File: config.mk
export PLATFORM = sky130hd
export DESIGN_NAME = nipc_top
export DESIGN_NICKNAME = d
export VERILOG_FILES = /design/src/nipc_pkg.sv /design/src/nipc_top.sv
export SDC_FILE = /design/constraint.sdc
export NUM_CORES = 1
export LEC_CHECK = 0
export BUFFER_PORTS_ARGS = -buffer_cell sky130_fd_sc_hd__buf_2
export CAP_MARGIN = 20
export CORE_MARGIN = 5
export CORE_UTILIZATION = 48
export CTS_CLUSTER_DIAMETER = 50
export DETAILED_ROUTE_END_ITERATION = 7
export HOLD_SLACK_MARGIN = 0.12
export PLACE_DENSITY = 0.72
export SYNTH_ARGS = -nofsm -noshare
export SYNTH_HDL_FRONTEND = slang
export SYNTH_SLANG_ARGS = --single-unit
File: constraint.sdc
create_clock -name SYS_CLK -period 15.65 [get_ports SYS_CLK]
set_clock_uncertainty 0.15 [all_clocks]
set_input_delay 0 -clock SYS_CLK [delete_from_list [all_inputs] [get_ports SYS_CLK]]
set_output_delay 0 -clock SYS_CLK [all_outputs]
set_load 0.01 [all_outputs]
File: src/nipc_pkg.sv
// Shared constants and types for the nested interrupt priority controller.
// Assumes one clock domain and an AXI4-Lite master with 32-bit data.
package nipc_pkg;

  localparam int NSRC = 8;
  localparam int SRC_W = 3;
  localparam int ADDR_W = 8;

  // Register byte offsets
  localparam logic [7:0] OFF_REQ = 8'h00;
  localparam logic [7:0] OFF_MASK = 8'h04;
  localparam logic [7:0] OFF_PRIO = 8'h08;
  localparam logic [7:0] OFF_PSW = 8'h0C;
  localparam logic [7:0] OFF_ISTAT = 8'h10;
  localparam logic [7:0] OFF_IMASK = 8'h14;

  // Reset values
  localparam logic [7:0] PSW_RST = 8'h06;
  localparam logic [7:0] MASK_RST = 8'hFF;
  localparam logic [15:0] PRIO_RST = 16'hFFFF;
  localparam logic [7:0] REQ_RST = 8'h00;
  localparam logic [1:0] EV_RST = 2'h0;

  // Status word fields
  localparam int PSW_IE_BIT = 7;
  localparam int PSW_ISP_HI = 2;
  localparam int PSW_ISP_LO = 1;
  localparam logic [1:0] LEVEL_ZERO = 2'h0;

  // Event bits of the interrupt status and mask registers
  localparam int EV_ACK = 0;
  localparam int EV_BRK = 1;

  localparam logic [1:0] RESP_OKAY = 2'h0;
  localparam logic [1:0] RESP_DECERR = 2'h3;

  typedef enum logic [3:0] {
    KIND_PLAIN = 4'h0,
    KIND_EI = 4'h1,
    KIND_DI = 4'h2,
    KIND_PSW_WR = 4'h3,
    KIND_IRQ_RETURN_INSTRUCTION = 4'h4,
    KIND_BREAK_RETURN_INSTRUCTION = 4'h5,
    KIND_POP_PSW = 4'h6,
    KIND_SKIP = 4'h7,
    KIND_BRK = 4'h8
  } nipc_kind_t;

  // One completed instruction from the pipeline
  typedef struct packed {
    logic done;
    nipc_kind_t kind;
    logic [7:0] psw_data;
  } nipc_cpu_t;

  // Acknowledge handed back to the pipeline
  typedef struct packed {
    logic valid;
    logic software_break_instruction;
    logic [SRC_W-1:0] src;
    logic [1:0] level;
    logic [7:0] saved_psw;
  } nipc_ack_t;

endpackage

File: src/nipc_top.sv
// Nested interrupt priority controller: request flags, arbitration, status word.
// Assumes CPU_IN comes from logic on SYS_CLK; IRQ_REQ pins are asynchronous.
//
// What this block does
// - Any acknowledge clears the global enable flag
// - No nesting unless the enable flag is set
// - Strictly higher priority request nests when enabled
// - Equal or lower priority nests only as level 0 over level 0, during break service, or over a level 0 acknowledged at service level 1 to 3
// - Level 0 may nest over level 0
// - Refused requests stay pending until eligible
// - One main instruction runs after a return
// - Service level field encodes level in service
// - Two priority bits select level 0 to 3
// - Break always accepted; break service accepts all levels
// - Listed instructions defer acknowledge one instruction
// - Writes to request, mask, priority defer acknowledge
// - Lowest level number wins, ties by lowest index
// - Level 1 to 3 acknowledge loads service level with priority minus one; level 0 and break leave it
// - Status word saved on acknowledge, restored on return
// - Reset puts status word at 06H
//
// Register access over AXI4-Lite and the register offsets were left to the implementer.
`timescale 1ns/1ps
module nipc_top (
  input wire logic SYS_CLK,
  input wire logic SRST,
  input wire logic [nipc_pkg::NSRC-1:0] IRQ_REQ,
  input wire nipc_pkg::nipc_cpu_t CPU_IN,
  output nipc_pkg::nipc_ack_t ACK_OUT,
  output logic [7:0] PSW_OUT,
  output logic IRQ_OUT,
  input wire logic [nipc_pkg::ADDR_W-1:0] S_AXI_AWADDR,
  input wire logic S_AXI_AWVALID,
  output logic S_AXI_AWREADY,
  input wire logic [31:0] S_AXI_WDATA,
  input wire logic [3:0] S_AXI_WSTRB,
  input wire logic S_AXI_WVALID,
  output logic S_AXI_WREADY,
  output logic [1:0] S_AXI_BRESP,
  output logic S_AXI_BVALID,
  input wire logic S_AXI_BREADY,
  input wire logic [nipc_pkg::ADDR_W-1:0] S_AXI_ARADDR,
  input wire logic S_AXI_ARVALID,
  output logic S_AXI_ARREADY,
  output logic [31:0] S_AXI_RDATA,
  output logic [1:0] S_AXI_RRESP,
  output logic S_AXI_RVALID,
  input wire logic S_AXI_RREADY
);
  import nipc_pkg::*;

  logic [NSRC-1:0] sync1_r, sync2_r, prev_r, rise;
  logic [NSRC-1:0] req_r, req_nxt, mask_r, eligible;
  logic [15:0] prio_r;
  logic [7:0] psw_r;
  logic brk_svc_r, hold_wr_r;
  logic [1:0] istat_r, istat_nxt, imask_r;
  logic [1:0] isp;
  logic ie;
  logic aw_have_r, w_have_r, do_wr;
  logic [ADDR_W-1:0] awaddr_r;
  logic [31:0] wdata_r;
  logic [3:0] wstrb_r;
  logic aw_hs, w_hs, ar_hs;
  logic wr_req, wr_mask, wr_prio, wr_istat, wr_imask, wr_ctl, wr_known;
  logic found;
  logic [SRC_W-1:0] best_idx;
  logic [1:0] best_lvl;
  logic kind_defers, take_irq, take_brk;
  logic [31:0] req_m, mask_m, prio_m;
  nipc_ack_t ack_r;

  assign isp = psw_r[PSW_ISP_HI:PSW_ISP_LO];
  assign ie = psw_r[PSW_IE_BIT];

  // Byte-lane merge for register writes
  function automatic logic [31:0] merge(input logic [31:0] old, input logic [31:0] nw,
                                        input logic [3:0] strb);
    logic [31:0] res;
    res = old;
    for (int b = 0; b < 4; b++) begin
      if (strb[b]) begin
        res[b*8 +: 8] = nw[b*8 +: 8];
      end
    end
    return res;
  endfunction

  // Pin synchroniser and rising-edge detect
  always_ff @(posedge SYS_CLK) begin
    if (SRST) begin
      sync1_r <= REQ_RST;
      sync2_r <= REQ_RST;
      prev_r <= REQ_RST;
    end else begin
      sync1_r <= IRQ_REQ;
      sync2_r <= sync1_r;
      prev_r <= sync2_r;
    end
  end
  assign rise = sync2_r & ~prev_r;

  // AXI write path
  assign aw_hs = S_AXI_AWVALID & S_AXI_AWREADY;
  assign w_hs = S_AXI_WVALID & S_AXI_WREADY;
  assign do_wr = aw_have_r & w_have_r & ~S_AXI_BVALID;
  assign wr_req = do_wr && awaddr_r == OFF_REQ;
  assign wr_mask = do_wr && awaddr_r == OFF_MASK;
  assign wr_prio = do_wr && awaddr_r == OFF_PRIO;
  assign wr_istat = do_wr && awaddr_r == OFF_ISTAT;
  assign wr_imask = do_wr && awaddr_r == OFF_IMASK;
  assign wr_ctl = wr_req | wr_mask | wr_prio;
  assign wr_known = wr_ctl | wr_istat | wr_imask || awaddr_r == OFF_PSW;

  always_ff @(posedge SYS_CLK) begin
    if (SRST) begin
      aw_have_r <= 1'b0;
      w_have_r <= 1'b0;
      awaddr_r <= '0;
      wdata_r <= '0;
      wstrb_r <= '0;
      S_AXI_AWREADY <= 1'b0;
      S_AXI_WREADY <= 1'b0;
      S_AXI_BVALID <= 1'b0;
      S_AXI_BRESP <= RESP_OKAY;
    end else begin
      if (aw_hs) begin
        aw_have_r <= 1'b1;
        awaddr_r <= S_AXI_AWADDR;
      end
      if (w_hs) begin
        w_have_r <= 1'b1;
        wdata_r <= S_AXI_WDATA;
        wstrb_r <= S_AXI_WSTRB;
      end
      if (do_wr) begin
        aw_have_r <= 1'b0;
        w_have_r <= 1'b0;
        S_AXI_BVALID <= 1'b1;
        S_AXI_BRESP <= wr_known ? RESP_OKAY : RESP_DECERR;
      end else if (S_AXI_BVALID && S_AXI_BREADY) begin
        S_AXI_BVALID <= 1'b0;
      end
      S_AXI_AWREADY <= ~(aw_have_r | aw_hs) & ~do_wr & ~(S_AXI_BVALID & ~S_AXI_BREADY);
      S_AXI_WREADY <= ~(w_have_r | w_hs) & ~do_wr & ~(S_AXI_BVALID & ~S_AXI_BREADY);
    end
  end

  // AXI read path
  assign ar_hs = S_AXI_ARVALID & S_AXI_ARREADY;
  always_ff @(posedge SYS_CLK) begin
    if (SRST) begin
      S_AXI_ARREADY <= 1'b0;
      S_AXI_RVALID <= 1'b0;
      S_AXI_RDATA <= '0;
      S_AXI_RRESP <= RESP_OKAY;
    end else begin
      if (ar_hs) begin
        S_AXI_RVALID <= 1'b1;
        S_AXI_RRESP <= RESP_OKAY;
        case (S_AXI_ARADDR)
          OFF_REQ: S_AXI_RDATA <= {24'h0, req_r};
          OFF_MASK: S_AXI_RDATA <= {24'h0, mask_r};
          OFF_PRIO: S_AXI_RDATA <= {16'h0, prio_r};
          OFF_PSW: S_AXI_RDATA <= {24'h0, psw_r};
          OFF_ISTAT: S_AXI_RDATA <= {30'h0, istat_r};
          OFF_IMASK: S_AXI_RDATA <= {30'h0, imask_r};
          default: begin
            S_AXI_RDATA <= 32'h0;
            S_AXI_RRESP <= RESP_DECERR;
          end
        endcase
      end else if (S_AXI_RVALID && S_AXI_RREADY) begin
        S_AXI_RVALID <= 1'b0;
      end
      S_AXI_ARREADY <= ~ar_hs & ~(S_AXI_RVALID & ~S_AXI_RREADY);
    end
  end

  // Merged register images, sliced to width where they are used
  assign req_m = merge({24'h0, req_r}, wdata_r, wstrb_r);
  assign mask_m = merge({24'h0, mask_r}, wdata_r, wstrb_r);
  assign prio_m = merge({16'h0, prio_r}, wdata_r, wstrb_r);

  always_comb begin
    req_nxt = req_r;
    if (wr_req) begin
      req_nxt = req_m[NSRC-1:0];
    end
    if (take_irq) begin
      req_nxt[best_idx] = 1'b0;
    end
    req_nxt = req_nxt | rise;
  end

  always_ff @(posedge SYS_CLK) begin
    if (SRST) begin
      req_r <= REQ_RST;
      mask_r <= MASK_RST;
      prio_r <= PRIO_RST;
    end else begin
      req_r <= req_nxt;
      if (wr_mask) begin
        mask_r <= mask_m[NSRC-1:0];
      end
      if (wr_prio) begin
        prio_r <= prio_m[15:0];
      end
    end
  end

  assign eligible = req_r & ~mask_r;
  always_comb begin
    found = 1'b0;
    best_idx = '0;
    best_lvl = '1;
    for (int i = NSRC - 1; i >= 0; i--) begin
      if (eligible[i] && (!found || prio_r[2*i +: 2] <= best_lvl)) begin
        found = 1'b1;
        best_idx = SRC_W'(i);
        best_lvl = prio_r[2*i +: 2];
      end
    end
  end

  always_comb begin
    case (CPU_IN.kind)
      KIND_EI, KIND_DI, KIND_PSW_WR, KIND_IRQ_RETURN_INSTRUCTION, KIND_BREAK_RETURN_INSTRUCTION, KIND_POP_PSW, KIND_SKIP: begin
        kind_defers = 1'b1;
      end
      default: kind_defers = 1'b0;
    endcase
  end

  // control writes hold off one boundary
  always_ff @(posedge SYS_CLK) begin
    if (SRST) begin
      hold_wr_r <= 1'b0;
    end else begin
      hold_wr_r <= wr_ctl | (hold_wr_r & ~CPU_IN.done);
    end
  end

  assign take_brk = CPU_IN.done && CPU_IN.kind == KIND_BRK;
  // level and enable check at boundary
  assign take_irq = CPU_IN.done & ~kind_defers & ~take_brk & ~hold_wr_r & ~wr_ctl & found &
                    ie & (brk_svc_r | best_lvl <= isp);

  // Status word updates
  always_ff @(posedge SYS_CLK) begin
    if (SRST) begin
      psw_r <= PSW_RST;
    end else if (take_irq || take_brk) begin
      psw_r[PSW_IE_BIT] <= 1'b0;
      if (take_irq && best_lvl != LEVEL_ZERO) begin
        psw_r[PSW_ISP_HI:PSW_ISP_LO] <= best_lvl - 2'h1;
      end
    end else if (CPU_IN.done) begin
      case (CPU_IN.kind)
        KIND_EI: psw_r[PSW_IE_BIT] <= 1'b1;
        KIND_DI: psw_r[PSW_IE_BIT] <= 1'b0;
        KIND_PSW_WR, KIND_IRQ_RETURN_INSTRUCTION, KIND_BREAK_RETURN_INSTRUCTION, KIND_POP_PSW: psw_r <= CPU_IN.psw_data;
        default: psw_r <= psw_r;
      endcase
    end
  end

  always_ff @(posedge SYS_CLK) begin
    if (SRST) begin
      brk_svc_r <= 1'b0;
    end else if (take_brk) begin
      brk_svc_r <= 1'b1;
    end else if (CPU_IN.done && CPU_IN.kind == KIND_BREAK_RETURN_INSTRUCTION) begin
      brk_svc_r <= 1'b0;
    end
  end

  always_ff @(posedge SYS_CLK) begin
    if (SRST) begin
      ack_r <= '0;
    end else begin
      ack_r.valid <= take_irq | take_brk;
      ack_r.software_break_instruction <= take_brk;
      ack_r.src <= take_irq ? best_idx : '0;
      ack_r.level <= take_irq ? best_lvl : '0;
      ack_r.saved_psw <= psw_r;
    end
  end

  // Event status, set wins over clear
  always_comb begin
    istat_nxt = istat_r;
    if (wr_istat) begin
      istat_nxt = istat_nxt & ~wdata_r[1:0];
    end
    istat_nxt[EV_ACK] = istat_nxt[EV_ACK] | take_irq;
    istat_nxt[EV_BRK] = istat_nxt[EV_BRK] | take_brk;
  end

  always_ff @(posedge SYS_CLK) begin
    if (SRST) begin
      istat_r <= EV_RST;
      imask_r <= EV_RST;
      IRQ_OUT <= 1'b0;
    end else begin
      istat_r <= istat_nxt;
      if (wr_imask && wstrb_r[0]) begin
        imask_r <= wdata_r[1:0];
      end
      IRQ_OUT <= |(istat_r & imask_r);
    end
  end

  assign ACK_OUT = ack_r;
  always_ff @(posedge SYS_CLK) begin
    if (SRST) begin
      PSW_OUT <= PSW_RST;
    end else begin
      PSW_OUT <= psw_r;
    end
  end
endmodule

* Yosys cells after proc, flatten, opt, wreduce, memory -nomap -nowiden
Index checks and enable logic that the tools add are counted.
** Cells by class
- Add/sub/neg operators :: 1
- $lt $le $gt $ge :: 10
- Equality and inequality tests :: 19
- Muxes and demuxes :: 45
- Bitwise gates (word level) :: 57
- Reductions and logical operators :: 57
** Operator list (number)
- 16-bit case mux with 6 select lines :: 1
- 8-bit by 4-bit == test with 1-bit output, second input constant :: 4
- 8-bit by 5-bit == test with 1-bit output, second input constant :: 4
- 3-bit two-way mux :: 10
- 2-bit two-way mux :: 13
- 8-bit bitwise AND :: 3
- 8-bit two-way mux :: 3
- 8-bit NOT :: 3
- 1-bit bitwise AND :: 20
- 1-bit logical AND :: 19
- 4-bit by 3-bit == test with 1-bit output, second input constant :: 4
- 8-bit by 3-bit == test with 1-bit output, second input constant :: 2
- 2-bit less-or-equal comparator :: 8
- 8-bit zero test :: 2
- 1-bit two-way mux :: 16
- 1-bit NOT :: 16
- 2-bit nonzero test :: 6
- 1-bit OR :: 11
- 1-bit logical OR :: 9
- 4-bit by 2-bit == test with 1-bit output, second input constant :: 2
- 8-bit OR :: 1
- 2-bit AND reduction :: 4
- 2-bit OR reduction :: 4
- 1-bit zero test :: 7
- other kinds (15) :: 17
** Storage, ports and cells
- Register bits :: 163
- Bits of input ports :: 80
- Output and inout port bits :: 65
- Word-level logic and storage cells :: 223

* Depth between registers and ports, before layout
Gate-level depths: netlist (run 1).
- Depth after elaboration :: 39
- Mapped depth :: 55
- Mapped depth without buffers :: 54

* Worst setup path after synthesis (run 1)
Ideal clock, no wire load.
- Kind :: reg-to-reg
- From :: register mask_r[7]
- To :: register ack_r, in the netlist ACK_OUT[9]
- Setup time :: 0.058 ns
- Arrival :: 9.783 ns
- Required time :: 15.442 ns
- Slack :: 5.659 ns
- Stages on the path, launching flop included :: 53
- Buffers on the path :: 1
- Clock period less this slack :: 9.991 ns
- Cell sequence :: dfxtp_1 -> nand2b_1 -> nor2_1 -> ha_1 -> nor2b_1 -> o211ai_1 -> a21boi_0 -> or2_2 -> ha_1 -> nor2b_1 -> o221a_2 -> nand3b_1 -> o21a_1 -> ha_1 -> nor2b_1 -> o21ai_0 -> o21ai_0 -> mux2i_1 -> [... 17 more ...] -> a211oi_2 -> a21oi_1 -> ha_1 -> nor2b_1 -> o21ai_0 -> a21oi_1 -> o22ai_1 -> nor2_1 -> a221oi_2 -> ha_1 -> nor2b_1 -> o21ai_0 -> and4b_1 -> nand4_1 -> buf_4 -> or2_2 -> nor2_1 -> o21a_1
** Between the ends
- Cells in the longest elaborated chain, start to end :: 36
- Elaborated cells between the ends (all ways) :: 53
- Those cells by class :: 8 x order compare; 16 x mux; 7 x bitwise; 22 x reduce/logical
** RTL lines
- from (decl) :: line nipc_top.sv:53 : logic [NSRC-1:0] req_r, req_nxt, mask_r, eligible;
- from (signal assigned) :: line nipc_top.sv:204 : mask_r <= mask_m[NSRC-1:0];
- 8-bit NOT * :: line nipc_top.sv:212 : assign eligible = req_r & ~mask_r;
- 8-bit bitwise AND * :: line nipc_top.sv:212
- 2-bit two-way mux / 1-bit two-way mux (equally long branches) :: line nipc_top.sv:218 : if (eligible[i] && (!found || prio_r[2*i +: 2] <= best_lvl)) begin
- 2-bit less-or-equal comparator / 1-bit zero test (equally long branches) :: line nipc_top.sv:218
- 1-bit logical OR :: line nipc_top.sv:218
- 1-bit logical AND :: line nipc_top.sv:218
- 2-bit two-way mux / 1-bit two-way mux (equally long branches) :: line nipc_top.sv:218
- 2-bit less-or-equal comparator / 1-bit zero test (equally long branches) :: line nipc_top.sv:218
- [... 20 more ...]
- 1-bit logical OR :: line nipc_top.sv:218
- 1-bit logical AND :: line nipc_top.sv:218
- 2-bit two-way mux / 1-bit two-way mux (equally long branches) :: line nipc_top.sv:218
- 2-bit less-or-equal comparator / 1-bit bitwise AND (equally long branches) :: line nipc_top.sv:247, nipc_top.sv:246
- 1-bit OR / 1-bit bitwise AND (equally long branches) :: line nipc_top.sv:247, nipc_top.sv:246
- 1-bit bitwise AND :: line nipc_top.sv:247 : ie & (brk_svc_r | best_lvl <= isp);
- 1-bit NOT (no source line)
- 2-bit OR reduction (no source line)
- to (decl) :: line nipc_top.sv:71 : nipc_ack_t ack_r;
Mark *: on every way between the ends. The rest lies on a longest branch, timed or not.
A chain may end at the register's enable or synchronous reset.

* Worst setup path in the final report (run 1)
- From :: register req_r[7]
- To :: register psw_r[2]
** Between the ends
- Cells in the longest elaborated chain, start to end :: 36
- Elaborated cells between the ends (all ways) :: 60
- Those cells by class :: 1 x add/sub; 8 x order compare; 1 x eq/ne; 18 x mux; 5 x bitwise; 27 x reduce/logical
** RTL lines
- from (decl) :: line nipc_top.sv:53
- from (signal assigned) :: line nipc_top.sv:202 : req_r <= req_nxt;
- 8-bit bitwise AND * :: line nipc_top.sv:212
- 2-bit two-way mux / 1-bit two-way mux (equally long branches) :: line nipc_top.sv:218
- 2-bit less-or-equal comparator / 1-bit zero test (equally long branches) :: line nipc_top.sv:218
- 1-bit logical OR :: line nipc_top.sv:218
- 1-bit logical AND :: line nipc_top.sv:218
- 2-bit two-way mux / 1-bit two-way mux (equally long branches) :: line nipc_top.sv:218
- 2-bit less-or-equal comparator / 1-bit zero test (equally long branches) :: line nipc_top.sv:218
- 1-bit logical OR :: line nipc_top.sv:218
- [... 20 more ...]
- 1-bit logical AND :: line nipc_top.sv:218
- 2-bit two-way mux / 1-bit two-way mux (equally long branches) :: line nipc_top.sv:218
- 2-bit less-or-equal comparator / 1-bit bitwise AND (equally long branches) :: line nipc_top.sv:247, nipc_top.sv:246
- 1-bit OR / 1-bit bitwise AND (equally long branches) :: line nipc_top.sv:247, nipc_top.sv:246
- 1-bit bitwise AND :: line nipc_top.sv:247
- 1-bit logical OR / 1-bit logical AND (equally long branches) :: line nipc_top.sv:253, nipc_top.sv:255
- 2-bit by 1-bit != test with 1-bit output (no source line) / 2-bit nonzero test (equally long branches)
- 3-bit AND reduction (no source line)
- to (signal, indexed assignment) :: line nipc_top.sv:256 : psw_r[PSW_ISP_HI:PSW_ISP_LO] <= best_lvl - 2'h1;
- to (signal assigned) :: line nipc_top.sv:262 : KIND_PSW_WR, KIND_IRQ_RETURN_INSTRUCTION, KIND_BREAK_RETURN_INSTRUCTION, KIND_POP_PSW: psw_r <= CPU_IN.psw_dat ...
- to (signal assigned) :: line nipc_top.sv:263 : default: psw_r <= psw_r;
- to (decl) :: line nipc_top.sv:55 : logic [7:0] psw_r;
Mark *: on every way between the ends. The rest lies on a longest branch, timed or not. The select of a mux whose other input is x is not followed.

==> out/qor.json, run 1 <==
{
  "outcome": "complete, no violations",
  "startpoint_type": "flop",
  "cts-buffers-inserted": 17,
  "place_hpwl_um": 11200,
  "grt_util_met2": 0.3834,
  "worstSkewPairLatency_ns": 0.43,
  "final_period_minus_worst_setup_slack_ns": 12.42,
  "max_cap_viol_count": 0,
  "cp_data_required_time_ns": 15.81,
  "min_to": "wdata_r[13]$_SDFFE_PP0P_",
  "routability_congestion_estimate_from_global_placement": 0.9161,
  "worstPathArrival_ns": 12.58,
  "fin_tns_setup_ns": 0,
  "clk_slew_on_worst_s_h_paths_ns": 0.06,
  "power-per-cell-area_nw_per_um2": 102.6,
  "synth-async-reset-ratio": 0,
  "setup.worst_path.class": "reg -> reg",
  "mappedNetlistArea_um2": 6260,
  "final_layout_size_suffix_gt1_frac": 0.1910,
  "reg2reg_to": "psw_r[2]$_SDFFE_PP1P_",
  "boundaryPins": 145,
  "number_of_enable_type_register_cells_in_the_synthesized_netlist": 0,
  "p_leak_nw": 3.527,
  "placed_area_um2": 6753,
  "drt_drc_violations_left": 0,
  "final_core_util": 0.6558,
  "fp.dieArea_um2": 15420,
  "finalSetupViolCount": 0,
  "ant_nets": 0,
  "synth-main-ff-cell": "dfxtp_1",
  "reg2reg_depth": 52,
  "area.growth.synth_to_final_pct": 33.28,
  "hold_path_class": "in -> reg",
  "drt_wl_total_um": 16820,
  "fillers": 1030,
  "regToRegSetupSlack_ns": 3.23,
  "core_area_um2": 12720,
  "crit_path_end_kind": "flop",
  "power.ir.vdd_worst_mv": 0.07432,
  "pnr_worst_setup_slack_ns": 3.235,
  "timing.critical_path.buf_inv": 2,
  "post_synth.cell_area_avg_um2": 8.792,
  "die_span_in_x_um": 124.2,
  "core.rowCount": 41,
  "vias_in_the_first_global_route": 5578,
  "worst_slew_pin_slew_ns": 0.8820,
  "firstDrtPassIters": 5,
  "critical_path.max_fanout": 11,
  "final_area_um2": 8343,
  "power.total_mw": 0.8564,
  "number_of_antenna_violations_at_the_first_check_in_global_routing": 0,
  "crit-reg2reg-launch": "req_r[7]$_SDFF_PP0_",
  "maxSlewHeadroom": 0.4120,
  "io_buffer_count": 110,
  "worstHoldPathCells": 4,
  "initial_standard_cell_utilization_of_the_core": 0.4920,
  "number_of_buffers_on_the_longest_clock_path": 2,
  "globalRoute.totalOverflow": 0,
  "vias_per_cell": 5.294,
  "place_inst": 954,
  "vias": 5733,
  "grt_start_max_net_pins": 90,
  "final.period_utilization": 0.7933,
  "fin_hold_ws_ns": 0.1400,
  "timing.hold.worst.start": "S_AXI_WVALID",
  "slowest_stage": "dlygate4sd3_1",
  "timing_hold_violations_final": 0,
  "cpPeakStageDelay_ns": 0.58,
  "yosysWarnings": 0,
  "sequential_fraction_of_the_synthesis_area": 0.4445,
  "synth_cell_types": 70,
  "synth-seq-cells": 139,
  "syn_inst": 712,
  "sink_count": 139,
  "met3_usage": 0.05631,
  "die_y_um": 124.2,
  "tritoncts": "yes",
  "timing_max_transition_violations_final": 0,
  "path_delay_family": "compound AO/OA/AOI/OAI gates",
  "dp_slack_ns": 3.644,
  "grt_util_met1": 0.2729,
  "grt-busiest-layer": "met2",
  "track_usage": 0.2254,
  "rsz0062_at_grt": "no",
  "detail_route.wl_per_cell_um": 15.53,
  "detail_route.iter0.violations": 422,
  "timing.critical_path.mode_cell": "ha_1",
  "antenna_cells": 0,
  "cts.htree.levels": 4,
  "grt_first_pass_wirelength_um": 26970,
  "post_cts_buffers": 0,
  "finish.net_count": 995,
  "final_cell_count_no_fill": 1083,
  "achievable_clock_frequency_mhz": 80.55,
  "cts_root_buf": "clkbuf_16"
}
-- per-layer routing --
layer / vias to the layer above / wire length, um / part of all wire
met3: 36 / 835 / 0.050
met5: - / 0 / 0
li1: 2797 / - / -
met4: 0 / 425 / 0.025
met1: 2743 / 7021 / 0.42
met2: 157 / 8539 / 0.51
-- worst max path at each step --
stage	startpoint	endpoint	slack, ns	depth (start not counted)
floorplan	mask_r[7]$_SDFFE_PP1P_	ACK_OUT[9]$_SDFF_PP0_	5.66	52
global placement	req_r[7]$_SDFF_PP0_	req_r[4]$_SDFF_PP0_	3.72	51
detailed placement	req_r[7]$_SDFF_PP0_	req_r[4]$_SDFF_PP0_	3.64	51
CTS	req_r[7]$_SDFF_PP0_	psw_r[2]$_SDFFE_PP1P_	3.40	52
global route	req_r[7]$_SDFF_PP0_	psw_r[2]$_SDFFE_PP1P_	2.25	52
finish	req_r[7]$_SDFF_PP0_	psw_r[2]$_SDFFE_PP1P_	3.23	52
-- flip-flops by register name, summed over array words and instances (netlist names), 2 cells and up --
| register | flops |
|---|---|
| psw_r | 8 |
| sync1_r | 8 |
| S_AXI_RDATA | 16 |
| wdata_r | 16 |
| mask_r | 8 |
| ACK_OUT | 15 |
| wstrb_r | 2 |
| req_r | 8 |
| sync2_r | 8 |
| PSW_OUT | 2 |
| prev_r | 8 |
| istat_r | 2 |
| awaddr_r | 8 |
| imask_r | 2 |
| prio_r | 16 |
-- synthesized netlist by cell type (4+ instances only) --
cell type | instances | area (um^2)
buf_4 | 26 | 195.2
mux2_2 | 4 | 45.04
nand3_1 | 13 | 65.06
o21ai_0 | 15 | 75.07
a21o_1 | 6 | 45.04
nor2b_1 | 51 | 319.1
mux4_2 | 6 | 135.1
dfxtp_1 | 139 | 2783
nand2_1 | 91 | 341.6
a22oi_1 | 10 | 75.07
mux2i_1 | 11 | 110.1
nor3_1 | 10 | 50.05
a21oi_1 | 58 | 290.3
a211oi_1 | 4 | 30.03
or2_2 | 7 | 43.79
nor2_1 | 75 | 281.5
a31oi_1 | 4 | 25.02
ha_1 | 17 | 212.7
inv_1 | 32 | 120.1
nor3b_1 | 4 | 30.03
nand2b_1 | 16 | 100.1
clkbuf_1 | 23 | 86.33
a211o_1 | 24 | 210.2
-- power breakdown --
| group | total, mW | internal, mW | switching, mW |
|---|---|---|---|
| Clock | 0.415 | 0.260 | 0.156 |
| Combinational | 0.0686 | 0.0358 | 0.0328 |
| Sequential | 0.372 | 0.365 | 0.00757 |
| Total | 0.856 | 0.660 | 0.196 |
-- layout by cell type (no fill, tap or decap), types with 11 or more instances in the layout --
cell type      netlist  final
a211o_1             24     24
a21oi_1             58     58
buf_2                2    109
clkbuf_16            0     17
conb_1               1     16
dfxtp_1            139    139
dlygate4sd3_1        1     97
ha_1                17     17
inv_1               32     32
mux2i_1             11     11
nand2_1             91     91
nand2b_1            16     16
nand3_1             13     13
nor2_1              75     75
nor2b_1             51     51
o21ai_0             15     15
-- logic make-up (layout without fill, tap and decap cells) --
| kind of cell | count (synthesis) | in the layout | synth area share |
|---|---|---|---|
| simple gates | 286 | 286 | 0.2245 |
| buf+inv | 89 | 273 | 0.07456 |
| mux | 21 | 21 | 0.04637 |
| compound gates | 157 | 157 | 0.1727 |
| flops | 139 | 139 | 0.4445 |
| fa+ha+maj | 17 | 17 | 0.03398 |
| xor+xnor | 2 | 2 | 0.002799 |
| other cells | 1 | 16 | 0.0005991 |
-- tightest hold or removal path, cell delays in order --
cell     delay [ns]
buf_2          0.08
nand2_1        0.34
nand2_1        0.18
a21oi_1        0.06
-- timing repair --
item / 4_1_cts / 5_1_grt
resized for setup: 0 / 0
hold buffers: 97 / 0
endpoints found under the setup margin: 0 / 0
endpoints found under the hold margin: 82 / 0
-- cell type report --
| type | instances | area, um^2 | area share |
|---|---|---|---|
| Clock buffer | 19 | 452.9 | 0.05429 |
| Clock inverter | 13 | 166.4 | 0.01995 |
| Inverter | 32 | 120.1 | 0.01440 |
| Multi-Input combinational cell | 499 | 3067 | 0.3676 |
| Sequential cell | 139 | 2783 | 0.3335 |
| Tap cell | 172 | 215.2 | 0.02579 |
| Timing Repair Buffer | 209 | 1539 | 0.1845 |
No activity file was read; power rests on OpenSTA's default activity.
==> inputs of run 2 (changes only) <==
ABC_AREA = 1   (was unset)
PLACE_DENSITY = 0.75   (was 0.72)
clock period = 10.38 ns   (was 15.65 ns; I/O delays follow)
==> run 2 against run 1 <==
Compared with the run above:
- clock-buffer cell count grew 1
- maximum frequency is 32% higher
- non-clock buffer count shrank 4
- synthesized cell count up 19%
- synthesized area increased by 0.38%
- utilization grew 0.51 points
- via count grew 4.5%
- first-iteration DRC count decreased by 19%
- global-route usage decreased by 1.7 points
- sequential share of layout area fell by 0.26 points
- die area is 0.35% higher
- register-to-register slack lost 2.3 ns
- critical endpoint unchanged
- highest routed layer unchanged
==> out/qor.json, run 2 <==
{
  "fin_hold_ws": {"value": 0.1525, "unit": "ns", "change": "+0.01244 ns"},
  "fp.dieArea": {"value": 15480, "unit": "um^2", "change": "+0.35%"},
  "yosys.cell_count.top_type": "nand2_1",
  "number_of_enable_type_register_cells_in_the_synthesized_netlist": {"value": 0, "change": "unchanged"},
  "syn_inst": {"value": 847, "change": "+19%"},
  "timing_max_transition_violations_final": {"value": 0, "change": "unchanged"},
  "vias_per_cell": {"value": 4.910, "change": "-7.3%"},
  "main_combinational_cell_family_by_area_after_synthesis": "simple AND/OR/NAND/NOR gates",
  "tritoncts": "yes",
  "power_report.internal_total": {"value": 1.038, "unit": "mW", "change": "+57%"},
  "cp_data_required_time": {"value": 10.53, "unit": "ns", "change": "-5.28 ns"},
  "cts-buffers-inserted": {"value": 17, "change": "unchanged"},
  "place_inst": {"value": 1096, "change": "+15%"},
  "die_y": {"value": 124.4, "unit": "um", "change": "+0.18%"},
  "final.period_utilization": {"value": 0.9092, "change": "+0.1159"},
  "cts_root_buf": "clkbuf_16",
  "timing.hold.worst.start": "S_AXI_ARADDR[0]",
  "cpPeakStageDelay": {"value": 0.57, "unit": "ns", "change": "about the same"},
  "startpoint_type": "flop",
  "reg2reg_to": "psw_r[2]$_SDFFE_PP1P_",
  "netSwitchingPower": {"value": 0.2940, "unit": "mW", "change": "+50%"},
  "power.ir.vdd_worst": {"value": 0.09294, "unit": "mV", "change": "+25%"},
  "outcome": "complete, no violations",
  "firstDrtPassIters": {"value": 6, "change": "+1"},
  "core_area": {"value": 12720, "unit": "um^2", "change": "unchanged"},
  "timing.critical_path.mode_cell": "nand2_1",
  "sequential_fraction_of_the_synthesis_area": {"value": 0.4429, "change": "-0.001682"},
  "min_to": "S_AXI_RDATA[4]$_SDFFE_PP0P_",
  "slowest_stage": "dlygate4sd3_1",
  "boundaryPins": {"value": 145, "change": "unchanged"},
  "synth-async-reset-ratio": {"value": 0, "change": "unchanged"},
  "track_usage": {"value": 0.2085, "change": "-0.01696"},
  "commonest_non_fill_non_tap_cells_in_the_layout": "nand2_1, dfxtp_1, inv_1",
  "crit-reg2reg-launch": "req_r[7]$_SDFF_PP0_",
  "detail_route.wl_per_cell": {"value": 13.21, "unit": "um", "change": "-15%"},
  "synth-compound-area-share": {"value": 0.1597, "change": "-0.01300"},
  "final_core_util": {"value": 0.6609, "change": "+0.005114"},
  "initial_standard_cell_utilization_of_the_core": {"value": 0.4939, "change": "+0.001869"},
  "vias_in_the_first_global_route": {"value": 5726, "change": "+2.7%"},
  "synth_simple_gate_area_share": {"value": 0.2415, "change": "+0.01707"},
  "max_cap_viol_count": {"value": 0, "change": "unchanged"},
  "synth.area.mux_share": {"value": 0, "change": "-0.04637"},
  "sw_frac_of_total": {"value": 0.2207, "change": "-0.008204"},
  "area.growth.synth_to_final_pct": 33.81,
  "finish.net_count": {"value": 1133, "change": "+14%"},
  "yosys.area.top_type": "dfxtp_1",
  "synth_cell_types": {"value": 40, "change": "-43%"},
  "pnr_worst_setup_slack": {"value": 0.9422, "unit": "ns", "change": "-2.293 ns"},
  "seqPwrFrac": {"value": 0.425, "change": "-0.010"},
  "maxSlewHeadroom": {"value": 0.4559, "change": "+0.04390"},
  "number_of_buffers_on_the_longest_clock_path": {"value": 2, "change": "unchanged"},
  "core.rowCount": {"value": 41, "change": "unchanged"},
  "final_period_minus_worst_setup_slack": {"value": 9.438, "unit": "ns", "change": "-2.977 ns"},
  "drt_drc_violations_left": {"value": 0, "change": "unchanged"},
  "yosysWarnings": {"value": 0, "change": "unchanged"},
  "grt_start_max_net_pins": {"value": 75, "change": "-17%"},
  "crit_path_end_kind": "flop",
  "hold_path_class": "in -> reg",
  "synthTopCellsByArea": "dfxtp_1, nand2_1, inv_1",
  "globalRoute.totalOverflow": {"value": 0, "change": "unchanged"},
  "detail_route.iter0.violations": {"value": 341, "change": "-19%"},
  "p_leak": {"value": 4.016, "unit": "nW", "change": "+14%"},
  "regToRegSetupSlack": {"value": 0.94, "unit": "ns", "change": "-2.29 ns"},
  "sink_count": {"value": 139, "change": "unchanged"},
  "clk_slew_on_worst_s_h_paths": {"value": 0.06, "unit": "ns", "change": "about the same"},
  "cts.htree.levels": {"value": 4, "change": "unchanged"},
  "worst_slew_pin_slew": {"value": 0.8142, "unit": "ns", "change": "-0.06782 ns"},
  "setup.worst_path.class": "reg -> reg",
  "synth-seq-cells": {"value": 139, "change": "unchanged"},
  "io_buffer_count": {"value": 110, "change": "unchanged"},
  "rsz0062_at_grt": "no",
  "routability_congestion_estimate_from_global_placement": {"value": 0.8911, "change": "-2.7%"},
  "final_cell_count_no_fill": {"value": 1220, "change": "+13%"},
  "post_synth.cell_area_avg": {"value": 7.419, "unit": "um^2", "change": "-16%"},
  "yosys.area_share.xor_xnor": {"value": 0, "change": "-0.002798"},
  "post_synth_most_frequent_cells": "nand2_1, dfxtp_1, inv_1",
  "critical_path.max_fanout": {"value": 7, "change": "-4"},
  "proportion_of_power_drawn_by_combinational_gates": {"value": 0.083, "change": "+0.003"},
  "dp_slack": {"value": 1.568, "unit": "ns", "change": "-2.076 ns"},
  "post_cts_buffers": {"value": 0, "change": "unchanged"},
  "largestRegisters": "S_AXI_RDATA (16), prio_r (16), wdata_r (16)",
  "clockPowerShare": {"value": 0.492, "change": "+0.007"},
  "worstPathArrival": {"value": 9.58, "unit": "ns", "change": "-3.00 ns"},
  "synth_top_cell_area_share": {"value": 0.4429, "change": "-0.001682"},
  "most_frequent_standard_cell_in_the_layout_excluding_fill_and_tap_cells": "nand2_1",
  "antenna_cells": {"value": 0, "change": "unchanged"},
  "worstSkewPairLatency": {"value": 0.41, "unit": "ns", "change": "-0.02 ns"},
  "vias": {"value": 5990, "change": "+4.5%"},
  "achievable_clock_frequency": {"value": 106.0, "unit": "MHz", "change": "+32%"},
  "reg2reg_depth": {"value": 67, "change": "+29%"},
  "ant_nets": {"value": 0, "change": "unchanged"},
  "fin_tns_setup": {"value": 0, "unit": "ns", "change": "unchanged"},
  "number_of_antenna_violations_at_the_first_check_in_global_routing": {"value": 0, "change": "unchanged"},
  "timing_hold_violations_final": {"value": 0, "change": "unchanged"},
  "place_hpwl": {"value": 10720, "unit": "um", "change": "-4.3%"},
  "die_span_in_x": {"value": 124.4, "unit": "um", "change": "+0.18%"},
  "mappedNetlistArea": {"value": 6284, "unit": "um^2", "change": "+0.38%"},
  "finalSetupViolCount": {"value": 0, "change": "unchanged"},
  "worstHoldPathCells": {"value": 8, "change": "+4"},
  "grt_first_pass_wirelength": {"value": 26960, "unit": "um", "change": "about the same"},
  "final_layout_size_suffix_gt1_frac": {"value": 0.1832, "change": "-0.007793"},
  "drt_wl_total": {"value": 16120, "unit": "um", "change": "-4.2%"},
  "synth-main-ff-cell": "dfxtp_1",
  "synth_adder_area_share": {"value": 0.03385, "change": "-0.0001286"},
  "power-per-cell-area": {"value": 158.4, "unit": "nW/um^2", "change": "+54%"}
}
==> run 2: worst max-delay path by stage <==
stage               slack (ns)           startpoint                     end  cells after the start
floorplan                 2.55  req_r[7]$_SDFF_PP0_   psw_r[1]$_SDFFE_PP1P_                     69
global placement          1.65  req_r[7]$_SDFF_PP0_  ACK_OUT[11]$_SDFF_PP0_                     66
detailed placement        1.57  req_r[7]$_SDFF_PP0_  ACK_OUT[11]$_SDFF_PP0_                     66
CTS                       1.01  req_r[7]$_SDFF_PP0_   psw_r[2]$_SDFFE_PP1P_                     68
global route             0.006  req_r[7]$_SDFF_PP0_   psw_r[2]$_SDFFE_PP1P_                     70
finish                    0.94  req_r[7]$_SDFF_PP0_   psw_r[2]$_SDFFE_PP1P_                     67
==> run 2: stage by stage <==
step	total power [mW]	instance area [um^2]
after global placement	0.6557	6834
after floorplan	0.6319	6340
after detailed placement	0.6576	6834
after CTS	1.335	8406
after global routing	1.377	8408
final	1.332	8408
==> run 2: cells by family after synthesis <==
logic type / count (synthesis)
AND/OR/NAND/NOR: 336
AO/OA/AOI/OAI: 177
buffers and inverters: 177
flip-flops: 139
adder cells (fa/ha/maj): 17
other: 1
==> run 2: cell type report <==
type / count / area (um^2)
clock inverters: 11 / 193.9
well taps: 172 / 215.2
clock buffers: 20 / 446.7
flip-flops and latches: 139 / 2783
fillers: 1088 / 4314
inverters: 127 / 476.7
multi-input cells: 546 / 2796
repair buffers: 205 / 1496
==> run 2: power by group through the flow <==
stage | Sequential, mW | Combinational, mW | Clock, mW
final | 0.565 | 0.111 | 0.656
after detailed placement | 0.577 | 0.0810 | 0
after global placement | 0.576 | 0.0797 | 0
after global routing | 0.568 | 0.123 | 0.687
after CTS | 0.565 | 0.108 | 0.661
after floorplan | 0.577 | 0.0544 | 0
==> run 2: timing repair <==
item / in CTS / in global routing
setup endpoints to repair: 0 / 1
resized for setup: 0 / 1
endpoints found under the hold margin: 91 / 0
hold buffers: 93 / 0
==> run 2: critical path: cells and delay by family, from the launching register on <==
family                     cells  cell delay [ns]
AOI/OAI and AO/OA             15             1.82
DFF                            1             0.43
adders and majority gates      8             2.23
and+or+nand+nor               36             3.54
buffers and inverters          8             1.14
==> run 2: per-layer routing <==
layer | track usage | up-vias | wire length, um
met4 | 0.08253 | 0 | 403
met5 | 0 | - | 0
met3 | 0.04674 | 31 | 889
li1 | - | 3071 | -
met2 | 0.3461 | 180 | 7644
met1 | 0.2626 | 2708 | 7177
